$ cat src/rtl/ras_pkg.sv
// Constants and types shared by the return address stack files
package ras_pkg;

    // ****************************************************************
    // Widths and depth
    // ****************************************************************
    localparam int PTR_W   = 5;
    localparam int PC_W    = 21;
    localparam int ADDR_W  = 12;
    localparam int DATA_W  = 8;
    localparam int DEPTH   = 31;
    localparam int UPPER_W = 5;

    // ****************************************************************
    // Pointer values
    // ****************************************************************
    localparam logic [PTR_W-1:0] PTR_ZERO = 5'h00;
    localparam logic [PTR_W-1:0] PTR_ONE  = 5'h01;
    localparam logic [PTR_W-1:0] PTR_MAX  = 5'h1F;

    // ****************************************************************
    // Register offsets
    // ****************************************************************
    localparam logic [ADDR_W-1:0] ADDR_PTR       = 12'hFFC;
    localparam logic [ADDR_W-1:0] ADDR_TOS_LOW   = 12'hFFD;
    localparam logic [ADDR_W-1:0] ADDR_TOS_HIGH  = 12'hFFE;
    localparam logic [ADDR_W-1:0] ADDR_TOS_UPPER = 12'hFFF;

    // ****************************************************************
    // Field positions and values
    // ****************************************************************
    localparam int FULL_BIT  = 7;
    localparam int UNF_BIT   = 6;
    localparam int PTR_HI    = 4;
    localparam int LOW_LSB   = 0;
    localparam int HIGH_LSB  = 8;
    localparam int UPPER_LSB = 16;

    localparam logic [PC_W-1:0]   PC_STEP    = 21'h000002;
    localparam logic [PC_W-1:0]   PC_ZERO    = 21'h000000;
    localparam logic [DATA_W-1:0] DATA_ZERO  = 8'h00;
    localparam logic [2:0]        UPPER_PAD  = 3'h0;

    // ****************************************************************
    // Types
    // ****************************************************************
    typedef enum {
        OP_IDLE,
        OP_PUSH,
        OP_POP,
        OP_DISCARD
    } ras_op_e;

    typedef struct packed {
        logic [ADDR_W-1:0] addr;
        logic [DATA_W-1:0] wdata;
        logic              we;
        logic              re;
    } ras_reg_req_s;

    typedef struct packed {
        logic [7:0] status;
        logic [7:0] work;
        logic [3:0] bank;
    } ras_shadow_s;

endpackage

$ cat src/rtl/ras_stack_mem.sv
// Return address storage, entries one to thirty-one
`timescale 1ns/1ps
module ras_stack_mem
(
    // Clock
    input  wire logic                         core_clk,
    // Write port
    input  wire logic                         wr_en,
    input  wire logic [ras_pkg::PTR_W-1:0]    wr_idx,
    input  wire logic [ras_pkg::PC_W-1:0]     wr_data,
    // Read port
    input  wire logic [ras_pkg::PTR_W-1:0]    rd_idx,
    output logic      [ras_pkg::PC_W-1:0]     rd_data
);
    import ras_pkg::*;

    logic [PC_W-1:0] entry_reg [1:DEPTH];

    // ****************************************************************
    // Storage
    // ****************************************************************
    genvar g;
    generate
        for (g = 1; g <= DEPTH; g = g + 1)
        begin : gen_entry
            always_ff @(posedge core_clk)
            begin
                if (wr_en && wr_idx == PTR_W'(g))
                    entry_reg[g] <= wr_data;
            end
        end
    endgenerate

    // Index zero has no storage and reads zero
    assign rd_data = (rd_idx == PTR_ZERO) ? PC_ZERO : entry_reg[rd_idx];

endmodule

$ cat src/rtl/ras_shadow.sv
// One-level shadow of status, working and bank select registers
`timescale 1ns/1ps
module ras_shadow
(
    // Clock and reset
    input  wire logic                 core_clk,
    input  wire logic                 srst,
    // Save and restore strobes
    input  wire logic                 save,
    input  wire logic                 restore,
    // Register values
    input  wire ras_pkg::ras_shadow_s live_regs,
    output ras_pkg::ras_shadow_s      restore_regs,
    output logic                      restore_valid
);
    import ras_pkg::*;

    ras_shadow_s shadow_reg;
    ras_shadow_s out_reg;
    logic        valid_reg;

    // ****************************************************************
    // Shadow copy
    // ****************************************************************
    always_ff @(posedge core_clk)
    begin
        if (srst)
            shadow_reg <= '0;
        else if (save)
            shadow_reg <= live_regs;
    end

    always_ff @(posedge core_clk)
    begin
        if (srst)
        begin
            out_reg   <= '0;
            valid_reg <= 1'b0;
        end
        else
        begin
            valid_reg <= restore;
            if (restore)
                out_reg <= shadow_reg;
        end
    end

    assign restore_regs  = out_reg;
    assign restore_valid = valid_reg;

endmodule

$ cat src/rtl/ras_top.sv
// Return address stack with pointer, flags, top access and shadow
//
// Behaviour
// Five-bit pointer, values zero through 31
// Push increments then stores; pop reads then decrements
// Every reset clears the pointer
// Software reads and writes the pointer
// Full flag set on 31st unpopped push
// Flags kept until software clear or power-on
// Reset enabled: 31st push stores pc+2, resets
// Reset disabled: pointer stops at 31, no overwrite
// Pop at zero returns zero, sets underflow
// Full or underflow requests reset only when enabled
// Underflow without reset leaves registers untouched
// Software push increments and stores current pc
// Software pop only decrements the pointer
// Software writes top entry byte registers
// Pointer register: full, underflow, zero, pointer
// Shadow loaded on every interrupt vector
// Fast interrupt return restores shadow values
// Fast call saves, fast return restores
// Nested interrupt overwrites earlier shadow copy
// Storage is 31 words of 21 bits
// Calls and interrupts push; returns pop
// Top byte registers show addressed entry
// Writing zero clears a flag; one keeps
`timescale 1ns/1ps
module ras_top
(
    // Clock and resets
    input  wire logic                          core_clk,
    input  wire logic                          srst,
    input  wire logic                          dev_reset,
    // Configuration
    input  wire logic                          overflow_reset_enable,
    // Core push and pop
    input  wire logic                          push_req,
    input  wire logic                          pop_req,
    input  wire logic                          discard_req,
    input  wire logic [ras_pkg::PC_W-1:0]      push_pc,
    output logic                               pop_valid,
    output logic      [ras_pkg::PC_W-1:0]      pop_pc,
    // Shadow stack control
    input  wire logic                          irq_vector,
    input  wire logic                          fast_call,
    input  wire logic                          fast_return,
    input  wire ras_pkg::ras_shadow_s          live_regs,
    output logic                               restore_valid,
    output ras_pkg::ras_shadow_s               restore_regs,
    // Register port
    input  wire ras_pkg::ras_reg_req_s         reg_req,
    output logic      [ras_pkg::DATA_W-1:0]    reg_rdata,
    // Status
    output logic                               stack_full_flag,
    output logic                               stack_underflow_flag,
    output logic      [ras_pkg::PTR_W-1:0]     pointer_value,
    output logic                               device_reset_req
);
    import ras_pkg::*;

    // ****************
    // Functions
    // ****************
    function automatic logic reg_hit
    (
        input ras_reg_req_s      req,
        input logic [ADDR_W-1:0] target
    );
        reg_hit = (req.addr == target);
    endfunction

    function automatic logic [PC_W-1:0] tos_merge
    (
        input logic [PC_W-1:0]   entry,
        input logic [ADDR_W-1:0] addr,
        input logic [DATA_W-1:0] data
    );
        logic [PC_W-1:0] merged;
        merged = entry;
        if (addr == ADDR_TOS_LOW)
            merged[LOW_LSB +: DATA_W] = data;
        else if (addr == ADDR_TOS_HIGH)
            merged[HIGH_LSB +: DATA_W] = data;
        else if (addr == ADDR_TOS_UPPER)
            merged[UPPER_LSB +: UPPER_W] = data[UPPER_W-1:0];
        tos_merge = merged;
    endfunction

    // ****************
    // State
    // ****************
    logic [PTR_W-1:0]  ptr_reg;
    logic [PTR_W-1:0]  ptr_next;
    logic              full_reg;
    logic              full_next;
    logic              unf_reg;
    logic              unf_next;
    logic [DATA_W-1:0] rdata_reg;
    logic [DATA_W-1:0] rdata_next;
    logic [PC_W-1:0]   pop_pc_reg;
    logic [PC_W-1:0]   pop_pc_next;
    logic              pop_valid_reg;
    logic              rst_req_reg;
    logic              rst_req_next;

    // ****************
    // Operation select
    // ****************
    ras_op_e op_sel;

    assign op_sel = push_req    ? OP_PUSH    :
                    pop_req     ? OP_POP     :
                    discard_req ? OP_DISCARD :
                                  OP_IDLE;

    logic is_push;
    logic is_pop;
    logic is_discard;
    logic is_idle;

    assign is_push    = (op_sel == OP_PUSH);
    assign is_pop     = (op_sel == OP_POP);
    assign is_discard = (op_sel == OP_DISCARD);
    assign is_idle    = (op_sel == OP_IDLE);

    // ****************
    // Pointer arithmetic
    // ****************
    logic             at_zero;
    logic             at_top;
    logic [PTR_W-1:0] ptr_inc;
    logic [PTR_W-1:0] ptr_dec;

    assign at_zero = (ptr_reg == PTR_ZERO);
    assign at_top  = (ptr_reg == PTR_MAX);
    assign ptr_inc = ptr_reg + PTR_ONE;
    assign ptr_dec = ptr_reg - PTR_ONE;

    // ****************
    // Register decode
    // ****************
    logic ptr_wr;
    logic tos_sel;
    logic tos_wr;

    assign ptr_wr  = reg_req.we && reg_hit(reg_req, ADDR_PTR);
    assign tos_sel = reg_hit(reg_req, ADDR_TOS_LOW)
                  || reg_hit(reg_req, ADDR_TOS_HIGH)
                  || reg_hit(reg_req, ADDR_TOS_UPPER);
    assign tos_wr  = reg_req.we && tos_sel;

    // ****************
    // Push and pop conditions
    // ****************
    logic            push_fills;
    logic            push_store;
    logic            pull;
    logic            full_set;
    logic            unf_set;
    logic [PC_W-1:0] push_data;

    assign push_fills = is_push && (ptr_inc == PTR_MAX);
    assign push_store = is_push && !at_top;
    assign pull       = is_pop || is_discard;
    assign full_set   = push_fills || (is_push && at_top);
    assign unf_set    = pull && at_zero;

    assign push_data  = (push_fills && overflow_reset_enable)
                      ? push_pc + PC_STEP
                      : push_pc;

    // ****************
    // Stack storage
    // ****************
    logic             mem_wr_en;
    logic [PTR_W-1:0] mem_wr_idx;
    logic [PC_W-1:0]  mem_wr_data;
    logic [PC_W-1:0]  top_entry;

    assign mem_wr_en   = push_store
                      || (tos_wr && is_idle && !at_zero);
    assign mem_wr_idx  = push_store ? ptr_inc : ptr_reg;
    assign mem_wr_data = push_store
                       ? push_data
                       : tos_merge(top_entry, reg_req.addr,
                                   reg_req.wdata);

    ras_stack_mem u_mem
    (
        .core_clk (core_clk),
        .wr_en    (mem_wr_en),
        .wr_idx   (mem_wr_idx),
        .wr_data  (mem_wr_data),
        .rd_idx   (ptr_reg),
        .rd_data  (top_entry)
    );

    // ****************
    // Next pointer
    // ****************
    logic [PTR_W-1:0] ptr_push;
    logic [PTR_W-1:0] ptr_pull;
    logic [PTR_W-1:0] ptr_idle;

    assign ptr_push = at_top ? ptr_reg : ptr_inc;
    assign ptr_pull = at_zero ? ptr_reg : ptr_dec;
    assign ptr_idle = ptr_wr
                    ? reg_req.wdata[PTR_HI:0]
                    : ptr_reg;

    assign ptr_next = dev_reset ? PTR_ZERO :
                      is_push   ? ptr_push :
                      pull      ? ptr_pull :
                                  ptr_idle;

    // ****************
    // Flags
    // ****************
    logic full_keep;
    logic unf_keep;

    assign full_keep = !(ptr_wr && !reg_req.wdata[FULL_BIT]);
    assign unf_keep  = !(ptr_wr && !reg_req.wdata[UNF_BIT]);

    assign full_next = full_set || (full_reg && full_keep);
    assign unf_next  = unf_set  || (unf_reg  && unf_keep);

    // ****************
    // Device reset request
    // ****************
    assign rst_req_next = overflow_reset_enable
                       && (full_set || unf_set);

    // ****************
    // Pop result
    // ****************
    assign pop_pc_next = at_zero ? PC_ZERO : top_entry;

    // ****************
    // Read data
    // ****************
    logic [DATA_W-1:0] ptr_view;
    logic [DATA_W-1:0] read_sel;

    assign ptr_view = {full_reg, unf_reg, 1'b0, ptr_reg};

    assign read_sel =
        reg_hit(reg_req, ADDR_PTR)       ? ptr_view :
        reg_hit(reg_req, ADDR_TOS_LOW)   ?
            top_entry[LOW_LSB +: DATA_W] :
        reg_hit(reg_req, ADDR_TOS_HIGH)  ?
            top_entry[HIGH_LSB +: DATA_W] :
        reg_hit(reg_req, ADDR_TOS_UPPER) ?
            {UPPER_PAD, top_entry[UPPER_LSB +: UPPER_W]} :
            DATA_ZERO;

    assign rdata_next = reg_req.re ? read_sel : DATA_ZERO;

    // ****************
    // Pointer and flag registers
    // ****************
    always_ff @(posedge core_clk)
    begin
        if (srst)
            ptr_reg <= PTR_ZERO;
        else
            ptr_reg <= ptr_next;
    end

    // Flags survive the device reset; power-on or a software zero write clears them
    always_ff @(posedge core_clk)
    begin
        if (srst)
        begin
            full_reg <= 1'b0;
            unf_reg  <= 1'b0;
        end
        else
        begin
            full_reg <= full_next;
            unf_reg  <= unf_next;
        end
    end

    // ****************
    // Output registers
    // ****************
    always_ff @(posedge core_clk)
    begin
        if (srst)
        begin
            pop_valid_reg <= 1'b0;
            pop_pc_reg    <= PC_ZERO;
        end
        else
        begin
            pop_valid_reg <= is_pop;
            pop_pc_reg    <= is_pop ? pop_pc_next : pop_pc_reg;
        end
    end

    always_ff @(posedge core_clk)
    begin
        if (srst)
        begin
            rst_req_reg <= 1'b0;
            rdata_reg   <= DATA_ZERO;
        end
        else
        begin
            rst_req_reg <= rst_req_next;
            rdata_reg   <= rdata_next;
        end
    end

    // ****************
    // Shadow stack
    // ****************
    logic shadow_save;

    assign shadow_save = irq_vector || fast_call;

    ras_shadow u_shadow
    (
        .core_clk      (core_clk),
        .srst          (srst),
        .save          (shadow_save),
        .restore       (fast_return),
        .live_regs     (live_regs),
        .restore_regs  (restore_regs),
        .restore_valid (restore_valid)
    );

    // ****************
    // Outputs
    // ****************
    assign pop_valid            = pop_valid_reg;
    assign pop_pc               = pop_pc_reg;
    assign device_reset_req     = rst_req_reg;
    assign reg_rdata            = rdata_reg;
    assign stack_full_flag      = full_reg;
    assign stack_underflow_flag = unf_reg;
    assign pointer_value        = ptr_reg;

endmodule

$ cat config.mk
export PLATFORM = sky130hd
export DESIGN_NAME = ras_top
export DESIGN_NICKNAME = d
export VERILOG_FILES = /design/src/rtl/ras_pkg.sv /design/src/rtl/ras_stack_mem.sv /design/src/rtl/ras_shadow.sv /design/src/rtl/ras_top.sv
export SDC_FILE = /design/constraint.sdc
export NUM_CORES = 1
export LEC_CHECK = 0
export BUFFER_PORTS_ARGS = -buffer_cell sky130_fd_sc_hd__buf_2
export CORE_MARGIN = 5
export CORE_UTILIZATION = 55
export CTS_BUF_LIST = sky130_fd_sc_hd__clkbuf_8
export DETAILED_ROUTE_END_ITERATION = 10
export GPL_ROUTABILITY_DRIVEN = 1
export PLACE_DENSITY_LB_ADDON = 0.25
export RECOVER_POWER = 25
export SYNTH_ARGS = -nofsm -noshare
export SYNTH_HDL_FRONTEND = slang
export SYNTH_SLANG_ARGS = --single-unit
$ cat constraint.sdc
create_clock -name core_clk -period 6.3 [get_ports core_clk]
set_input_delay 0 -clock core_clk [delete_from_list [all_inputs] [get_ports core_clk]]
set_output_delay 0 -clock core_clk [all_outputs]
set_load 0.01 [all_outputs]
==> summary.txt, run 1 <==
Synth
  – Syn nets: 1,786
  – Netlist Area Pre-Place: 0.02948 mm^2
  – Synth Flop Type: edfxtp_1
  – Cells after Synth: 1,708
  – Synth top area share: 0.6630
  – Top post-synthesis cells by area: edfxtp_1, mux4_2, dfxtp_1
  – Yosys reg bits: 735
  – Synth top cells by count: edfxtp_1, mux4_2, nor2_1
  – Count leader, synth: edfxtp_1
  – Post-synth EDFFs: 651
  – Synth Area per Inst: 17.26 um^2
  – Ys async rst share: 0
  – YS warnings: 0
  – Largest area contributor in the netlist: edfxtp_1
  – Post-synthesis sequential area ratio: 0.7201
  – Post-synthesis cell type count: 66

Pwr
  – Clock power frac: 0.368
  – Seq pwr share: 0.553
  – Switch Pwr: 2.334 mW
  – Switch share: 0.2360
  – Combinational power share: 0.079
  – Final Total Pwr: 9.887 mW
  – Worst VDD drop: 166.8 uV
  – Pleak: 11.01 nW
  – Pwr dens: 292.0 mW/mm^2
  – Internal: 7.553 mW

Global route
  – Largest net degree at the start of global routing: 80
  – Gr ovfl total: 0
  – Total global-route track usage: 0.2676
  – Met2 Usage GRT: 0.4173
  – GRT busiest layer: met2
  – First-pass GRT wire length: 117,000 um
  – Met3 GRT Util: 0.06167
  – Vias in the first global route: 17,711
  – Met1 Use GR: 0.3743
  – Initial antenna violation count: 1

Timing
  – Max Clk Rate: 187.9 MHz
  – Minimum clock period: 5.323 ns
  – RSZ-0062 raised after global routing: false
  – Final Hold Violating Endpoints: 0
  – Clk_skew: 0.03617 ns
  – Worst slew pin tran: 3.232 ns
  – Fin crit share: 0.8449
  – Setup TNS: 0 ns
  – Final setup vio count: 0
  – Fin. max-slew vios: 242
  – Slew HR: -1.155
  – Final WS setup: 0.9773 ns

Route
  – DR WL/cell: 28.71 um
  – Total number of vias: 17,841
  – TritonRoute pass-1 iters: 9
  – Antenna-violating nets left: 0
  – Total Wirelength: 79,880 um
  – DRT iter0 DRCs: 2,304
  – Residual DRC count: 1
  – Via/cell ratio: 6.413

Placed design
  – Final Wtd Congestion: 0.9791
  – Setup WS pre-CTS: 1.948 ns
  – Post-DP HPWL: 48,100 um
  – Port Buffers: 131
  – Placed cell count: 2,491

Critical path
  – CP startpoint kind: flop
  – Arrival time worst endpoint: 5.57 ns
  – Worst reg2reg endpoint: u_mem.entry_reg[12][16]
  – WS Path Type: flop to flop
  – Reg2Reg Depth: 7
  – Critical Path RT: 6.55 ns
  – CP Capture Type: flop
  – Slowest cell on crit path: clkbuf_1
  – R2R setup slack: 0.98 ns
  – CP cell instances: clkbuf_1, mux4_2, mux4_2, o2111a_1, nand2_1, a22oi_1, clkbuf_1
  – CP bufs+invs: 2
  – Slowest cell delay on critical path: 1.32 ns
  – Delay-heaviest family, CP: buffers and inverters
  – Critical path fanouts, max: 48

Layout
  – Final net count: 2,082
  – # fillers: 3,615
  – Area occupied by multi-input gates: 0.007704 mm^2
  – Max reg flops: 651
  – Area growth, synth to finish: 14.83%
  – Antenna diodes: 0
  – Post-Layout Cell Count: 2,782
  – Share of cells above drive strength 1: 0.2149
  – Layout Utilization: 0.6404
  – Register area: 0.02124 mm^2

Floorplanning
  – Cell Rows: 84
  – Die H: 241.5 um
  – Initial Util: 0.5577
  – Top Ports: 132
  – Die X: 241.5 um
  – Core area: 0.05287 mm^2
  – Die ar.: 0.05834 mm^2

CTS
  – Clk sink count: 735
  – Post-CTS sizing: 0
  – H-tree levels: 3
  – Clock Path Buffers: 3
  – Root Buffer Master: clkbuf_8
  – Clock slew at reported path FFs: 0.07 ns
  – Worst-Skew Late Latency: 0.72 ns
  – Clock buffer count from CTS: 107
  – TritonCTS clock tree: done

Status
  – Outcome: complete, but fails checks
  – Failing checks: DRC, capacitance limit, slew limit

Worst hold path
  – Hold Crit Start: reg_req[18]
  – Hold depth: 6
  – Hold Path Class: primary input to flop
  – Worst Hold Path EP: reg_rdata[6]

Flow run
  – Maxcap violations: 9
==> metal layers <==
metal,share of wire,vias to the layer above
met1,0.39,9079
li1,-,7438
met3,0.10,193
met5,0,-
met4,0.039,0
met2,0.46,1131
==> worst min-delay path, delay by kind of cell <==
family	cells	cell delay, ns
simple gates	3	0.43
compound gates	2	0.23
buf+inv	1	0.09
==> power groups by stage <==
stage	clock network (mW)	logic, mW	registers [mW]
5_1_grt	3.93	0.820	5.47
2_1_floorplan	0	0.461	5.55
3_5_place_dp	0	0.721	5.57
3_3_place_gp	0	0.705	5.57
4_1_cts	3.68	0.768	5.47
6_report	3.64	0.777	5.47
==> metrics by stage <==
stage	cell area, um^2	hold WS [ns]
after global routing	33860	0.09001
after detailed placement	31070	0.2485
after global placement	31070	0.2462
after CTS	34040	0.008937
after floorplan	29480	0.08155
final	33860	0.08291
==> cell usage in the layout (no fill, tap or decap), types with 71 or more instances in the layout <==
| cell | n |
|---|---|
| a21oi_1 | 71 |
| buf_2 | 72 |
| clkbuf_8 | 107 |
| dfxtp_1 | 81 |
| dlygate4sd3_1 | 92 |
| edfxtp_1 | 651 |
| mux2i_1 | 108 |
| mux4_2 | 130 |
| nand2_1 | 116 |
| nor2_1 | 103 |
==> worst max-delay path by stage <==
stage | startpoint | end | slack (ns) | depth (start not counted)
floorplan | pointer_value[0] | u_mem.entry_reg[10][19] | 2.93 | 8
global placement | flop | u_mem.entry_reg[14][13] | 2.05 | 7
detailed placement | flop | u_mem.entry_reg[15][13] | 1.95 | 7
CTS | flop | u_mem.entry_reg[9][13] | 1.91 | 7
global route | flop | u_mem.entry_reg[28][16] | 0.82 | 7
finish | flop | u_mem.entry_reg[12][16] | 0.98 | 7
==> timing repair <==
action,CTS,global route
hold buffers,92,0
endpoints found under the hold margin,115,0
buffers inserted,0,0
==> logic make-up after synthesis <==
family | after synthesis | synth area share
flip-flops | 735 | 0.7201
AND/OR/NAND/NOR | 343 | 0.05275
multiplexers | 256 | 0.1428
AO/OA/AOI/OAI | 240 | 0.05517
buffers and inverters | 108 | 0.02084
XOR/XNOR | 21 | 0.006238
adder cells (fa/ha/maj) | 5 | 0.002122
==> layout make-up <==
class | instances | area share
clock buffer | 107 | 0.04350
multi-input combinational | 865 | 0.2275
inverter | 8 | 0.0008870
sequential | 735 | 0.6274
clock inverter | 92 | 0.01700
tap | 688 | 0.02543
timing repair buffer | 287 | 0.05821
No activity file was read; power rests on OpenSTA's default activity.
==> run 2: changes to the inputs <==
--- a/config.mk
+++ b/config.mk
@@ -5,6 +5,7 @@
 export SDC_FILE = /design/constraint.sdc
 export NUM_CORES = 1
 export LEC_CHECK = 0
+export ABC_AREA = 1
 export BUFFER_PORTS_ARGS = -buffer_cell sky130_fd_sc_hd__buf_2
 export CORE_MARGIN = 5
 export CORE_UTILIZATION = 55
==> constraint.sdc (replaced) <==
create_clock -name core_clk -period 5.3 [get_ports core_clk]
set_input_delay 0 -clock core_clk [delete_from_list [all_inputs] [get_ports core_clk]]
set_output_delay 0 -clock core_clk [all_outputs]
set_load 0.01 [all_outputs]
==> run 2 against run 1 <==
The flow finishes with violations (capacitance limit, slew limit). Clock power is 23% higher. Synthesized cell count is 71% higher. Routed wire length is 14% higher. First-iteration DRC count is 23% higher. Final cell count is 43% higher. Clock-buffer cell count is 15 higher. Sequential power is 20% higher. Synthesized area is 5.4% higher. Critical endpoint is now u_mem.entry_reg[24][10]. Largest cell class unchanged. Highest routed layer unchanged.
==> summary.txt, run 2 <==
Route
  – Total Wirelength: 91,000 um (+14%)
  – Residual DRC count: 0 (-1)
  – Antenna-violating nets left: 0 (unchanged)
  – TritonRoute pass-1 iters: 6 (-3)
  – Via/cell ratio: 5.915 (-7.8%)
  – DRT iter0 DRCs: 2,841 (+23%)
  – DR WL/cell: 22.84 um (-20%)
  – Total number of vias: 23,567 (+32%)

Critical path
  – Slowest cell delay on critical path: 0.84 ns (-0.48 ns)
  – CP Capture Type: flop
  – WS Path Type: flop to flop
  – CP cell instances: ha_1, nand2_1, nor2_1, ha_1, nor2_8, inv_1, o21ai_0, nor2_1, inv_1, nor2_1, buf_4
  – CP startpoint kind: flop
  – Most numerous cell on the critical path: nor2_1
  – Critical path fanouts, max: 28 (-42%)
  – CP bufs+invs: 3 (+1)
  – R2R setup slack: 0.74 ns (-0.24 ns)
  – Delay-heaviest family, CP: buffers and inverters
  – Critical path startpoint: pointer_value[1]
  – Slowest cell on crit path: inv_1
  – Arrival time worst endpoint: 4.94 ns (-0.63 ns)
  – Reg2reg start: pointer_value[1]
  – Critical Path RT: 5.68 ns (-0.87 ns)

Floorplanning
  – Die ar.: 0.06136 mm^2 (+5.2%)
  – Core area: 0.05617 mm^2 (+6.2%)
  – Cell Rows: 87 (+3.6%)
  – Top Ports: 132 (unchanged)
  – Die X: 247.7 um (+2.6%)
  – Initial Util: 0.5533 (-0.004396)
  – Die H: 247.7 um (+2.6%)

Global route
  – Vias in the first global route: 22,849 (+29%)
  – Initial antenna violation count: 2 (+1)
  – Largest net degree at the start of global routing: 164 (+110%)
  – First-pass GRT wire length: 136,200 um (+16%)
  – Gr ovfl total: 0 (unchanged)
  – Total global-route track usage: 0.2934 (+0.02585)

Status
  – Failing checks: capacitance limit, slew limit
  – Outcome: complete, but fails checks

Timing
  – Fin. max-slew vios: 65 (-73%)
  – RSZ-0062 raised after global routing: false
  – Hold_ws: 0.09110 ns (+0.008197 ns)
  – Final setup vio count: 0 (unchanged)
  – Max Clk Rate: 219.3 MHz (+17%)
  – Clk_skew: 0.03016 ns (-0.006007 ns)
  – Worst slew pin tran: 1.858 ns (-1.375 ns)
  – Setup TNS: 0 ns (unchanged)
  – Fin crit share: 0.8602 (+0.01535)
  – Minimum clock period: 4.559 ns (-0.7635 ns)
  – Slew HR: -0.2399 (+0.9151)
  – Final Hold Violating Endpoints: 0 (unchanged)

Synth
  – Post-synthesis sequential area ratio: 0.6831 (-0.03696)
  – Ys async rst share: 0 (unchanged)
  – YS warnings: 0 (unchanged)
  – Syn nets: 2,991 (+67%)
  – Largest area contributor in the netlist: edfxtp_1
  – Top post-synthesis cells by area: edfxtp_1, nand2_1, nand3_1
  – Netlist Area Pre-Place: 0.03108 mm^2 (+5.4%)
  – Cells after Synth: 2,913 (+71%)
  – Synth top cells by count: nand2_1, edfxtp_1, nand3_1
  – Synth top area share: 0.6290 (-0.03403)
  – Synth Area per Inst: 10.67 um^2 (-38%)
  – Synth Flop Type: edfxtp_1
  – Yosys reg bits: 735 (unchanged)
  – Count leader, synth: nand2_1
  – Post-synthesis cell type count: 49 (-26%)
  – Post-synth EDFFs: 651 (unchanged)

CTS
  – Clock Path Buffers: 3 (unchanged)
  – Root Buffer Master: clkbuf_8
  – TritonCTS clock tree: done
  – Clk sink count: 735 (unchanged)
  – Clock buffer count from CTS: 115 (+7.5%)
  – Post-CTS Setup Bufs: 0 (unchanged)
  – H-tree levels: 3 (unchanged)
  – Post-CTS sizing: 0 (unchanged)
  – Worst-Skew Late Latency: 0.73 ns (about the same)
  – # hold bufs at CTS: 67 (-27%)
  – Clock slew at reported path FFs: 0.06 ns (about the same)

Layout
  – Area growth, synth to finish: 13.61%
  – Max reg flops: 651 (unchanged)
  – Most frequent cells in the layout: nand2_1, edfxtp_1, nand3_1
  – Final net count: 3,206 (+54%)
  – Most common cell after layout, fill and taps aside: nand2_1
  – Share of cells above drive strength 1: 0.1095 (-0.1054)
  – # fillers: 4,454 (+23%)

Worst hold path
  – Hold Crit Start: push_pc[0]
  – Hold Path Class: primary input to flop

Pwr
  – Worst VDD drop: 247.7 uV (+48%)
  – Pwr dens: 350.2 mW/mm^2 (+20%)
  – Pleak: 13.46 nW (+22%)

Placed design
  – Post-DP HPWL: 53,640 um (+12%)
  – Port Buffers: 131 (unchanged)
  – Final Wtd Congestion: 0.9150 (-6.5%)

Flow run
  – Maxcap violations: 1 (-8)
run 2: cell types whose count changed in the layout (fill, tap and decap cells not counted), moves of 28 or more:
cell / change
a22oi_1: -31
mux2i_1: -108
o211ai_1: +28
nor2_1: +143
mux4_2: -130
o21ai_0: +126
inv_1: +169
nand3_1: +433
nand2_1: +640
run 2: layout make-up:
cell class,count,area (um^2),area share
flip-flops and latches,735,21240,0.6017
multi-input cells,1838,8463,0.2397
repair buffers,264,1837,0.05202
clock buffers,122,1679,0.04756
well taps,756,945.9,0.02679
inverters,174,668.1,0.01892
clock inverters,92,464.2,0.01315
diodes,3,7.507,0.0002126
run 2: worst paths after layout:
check | endpoint | cells after the start
setup / recovery | u_mem.entry_reg[24][10] | 11
hold / removal | u_mem.entry_reg[14][0] | 3
setup reg to reg | u_mem.entry_reg[24][10] | 11
hold reg to reg | pop_pc[14] | 2
run 2: report_power, final:
part           leakage, nW  internal, mW  switching [mW]
combinational         5.58         0.348           0.958
clock                 1.26          2.27            2.20
sequential            6.63          6.52          0.0668
total                 13.5          9.14            3.22
run 2: cell families after synthesis:
group | after synthesis | share of synthesized area
AOI/OAI and AO/OA | 290 | 0.05278
and+or+nand+nor | 1536 | 0.2109
xor gates and xnor gates | 7 | 0.003060
buffers and inverters | 340 | 0.04811
DFF | 735 | 0.6831
adders and majority gates | 5 | 0.002013
run 2: metrics by stage:
step | setup WS, ns | instance area, um^2 | power (mW) | std cells | utilization
2_1_floorplan | 1.592 | 31080 | 7.485 | 2913 | -
3_3_place_gp | 1.376 | 32630 | 7.931 | 3700 | 0.5810
3_5_place_dp | 1.364 | 32630 | 7.956 | 3700 | 0.5810
4_1_cts | 1.331 | 35450 | 12.40 | 3981 | 0.6311
5_1_grt | 0.5628 | 35300 | 12.81 | 3982 | 0.6285
6_report | 0.7409 | 35310 | 12.36 | 3984 | 0.6286
run 2: layer usage:
layer / vias to the layer above / track usage / routed length [um]
li1: 10505 / - / -
met5: - / 0 / 0
met2: 1392 / 0.4557 / 42470
met4: 0 / 0.1439 / 4632
met3: 301 / 0.06117 / 9281
met1: 11369 / 0.3991 / 34620
run 2: worst min-delay path, delay by kind of cell:
| kind | cells | cell delay (ns) |
|---|---|---|
| buffers and inverters | 1 | 0.11 |
| AOI/OAI and AO/OA | 1 | 0.32 |
| and+or+nand+nor | 1 | 0.08 |
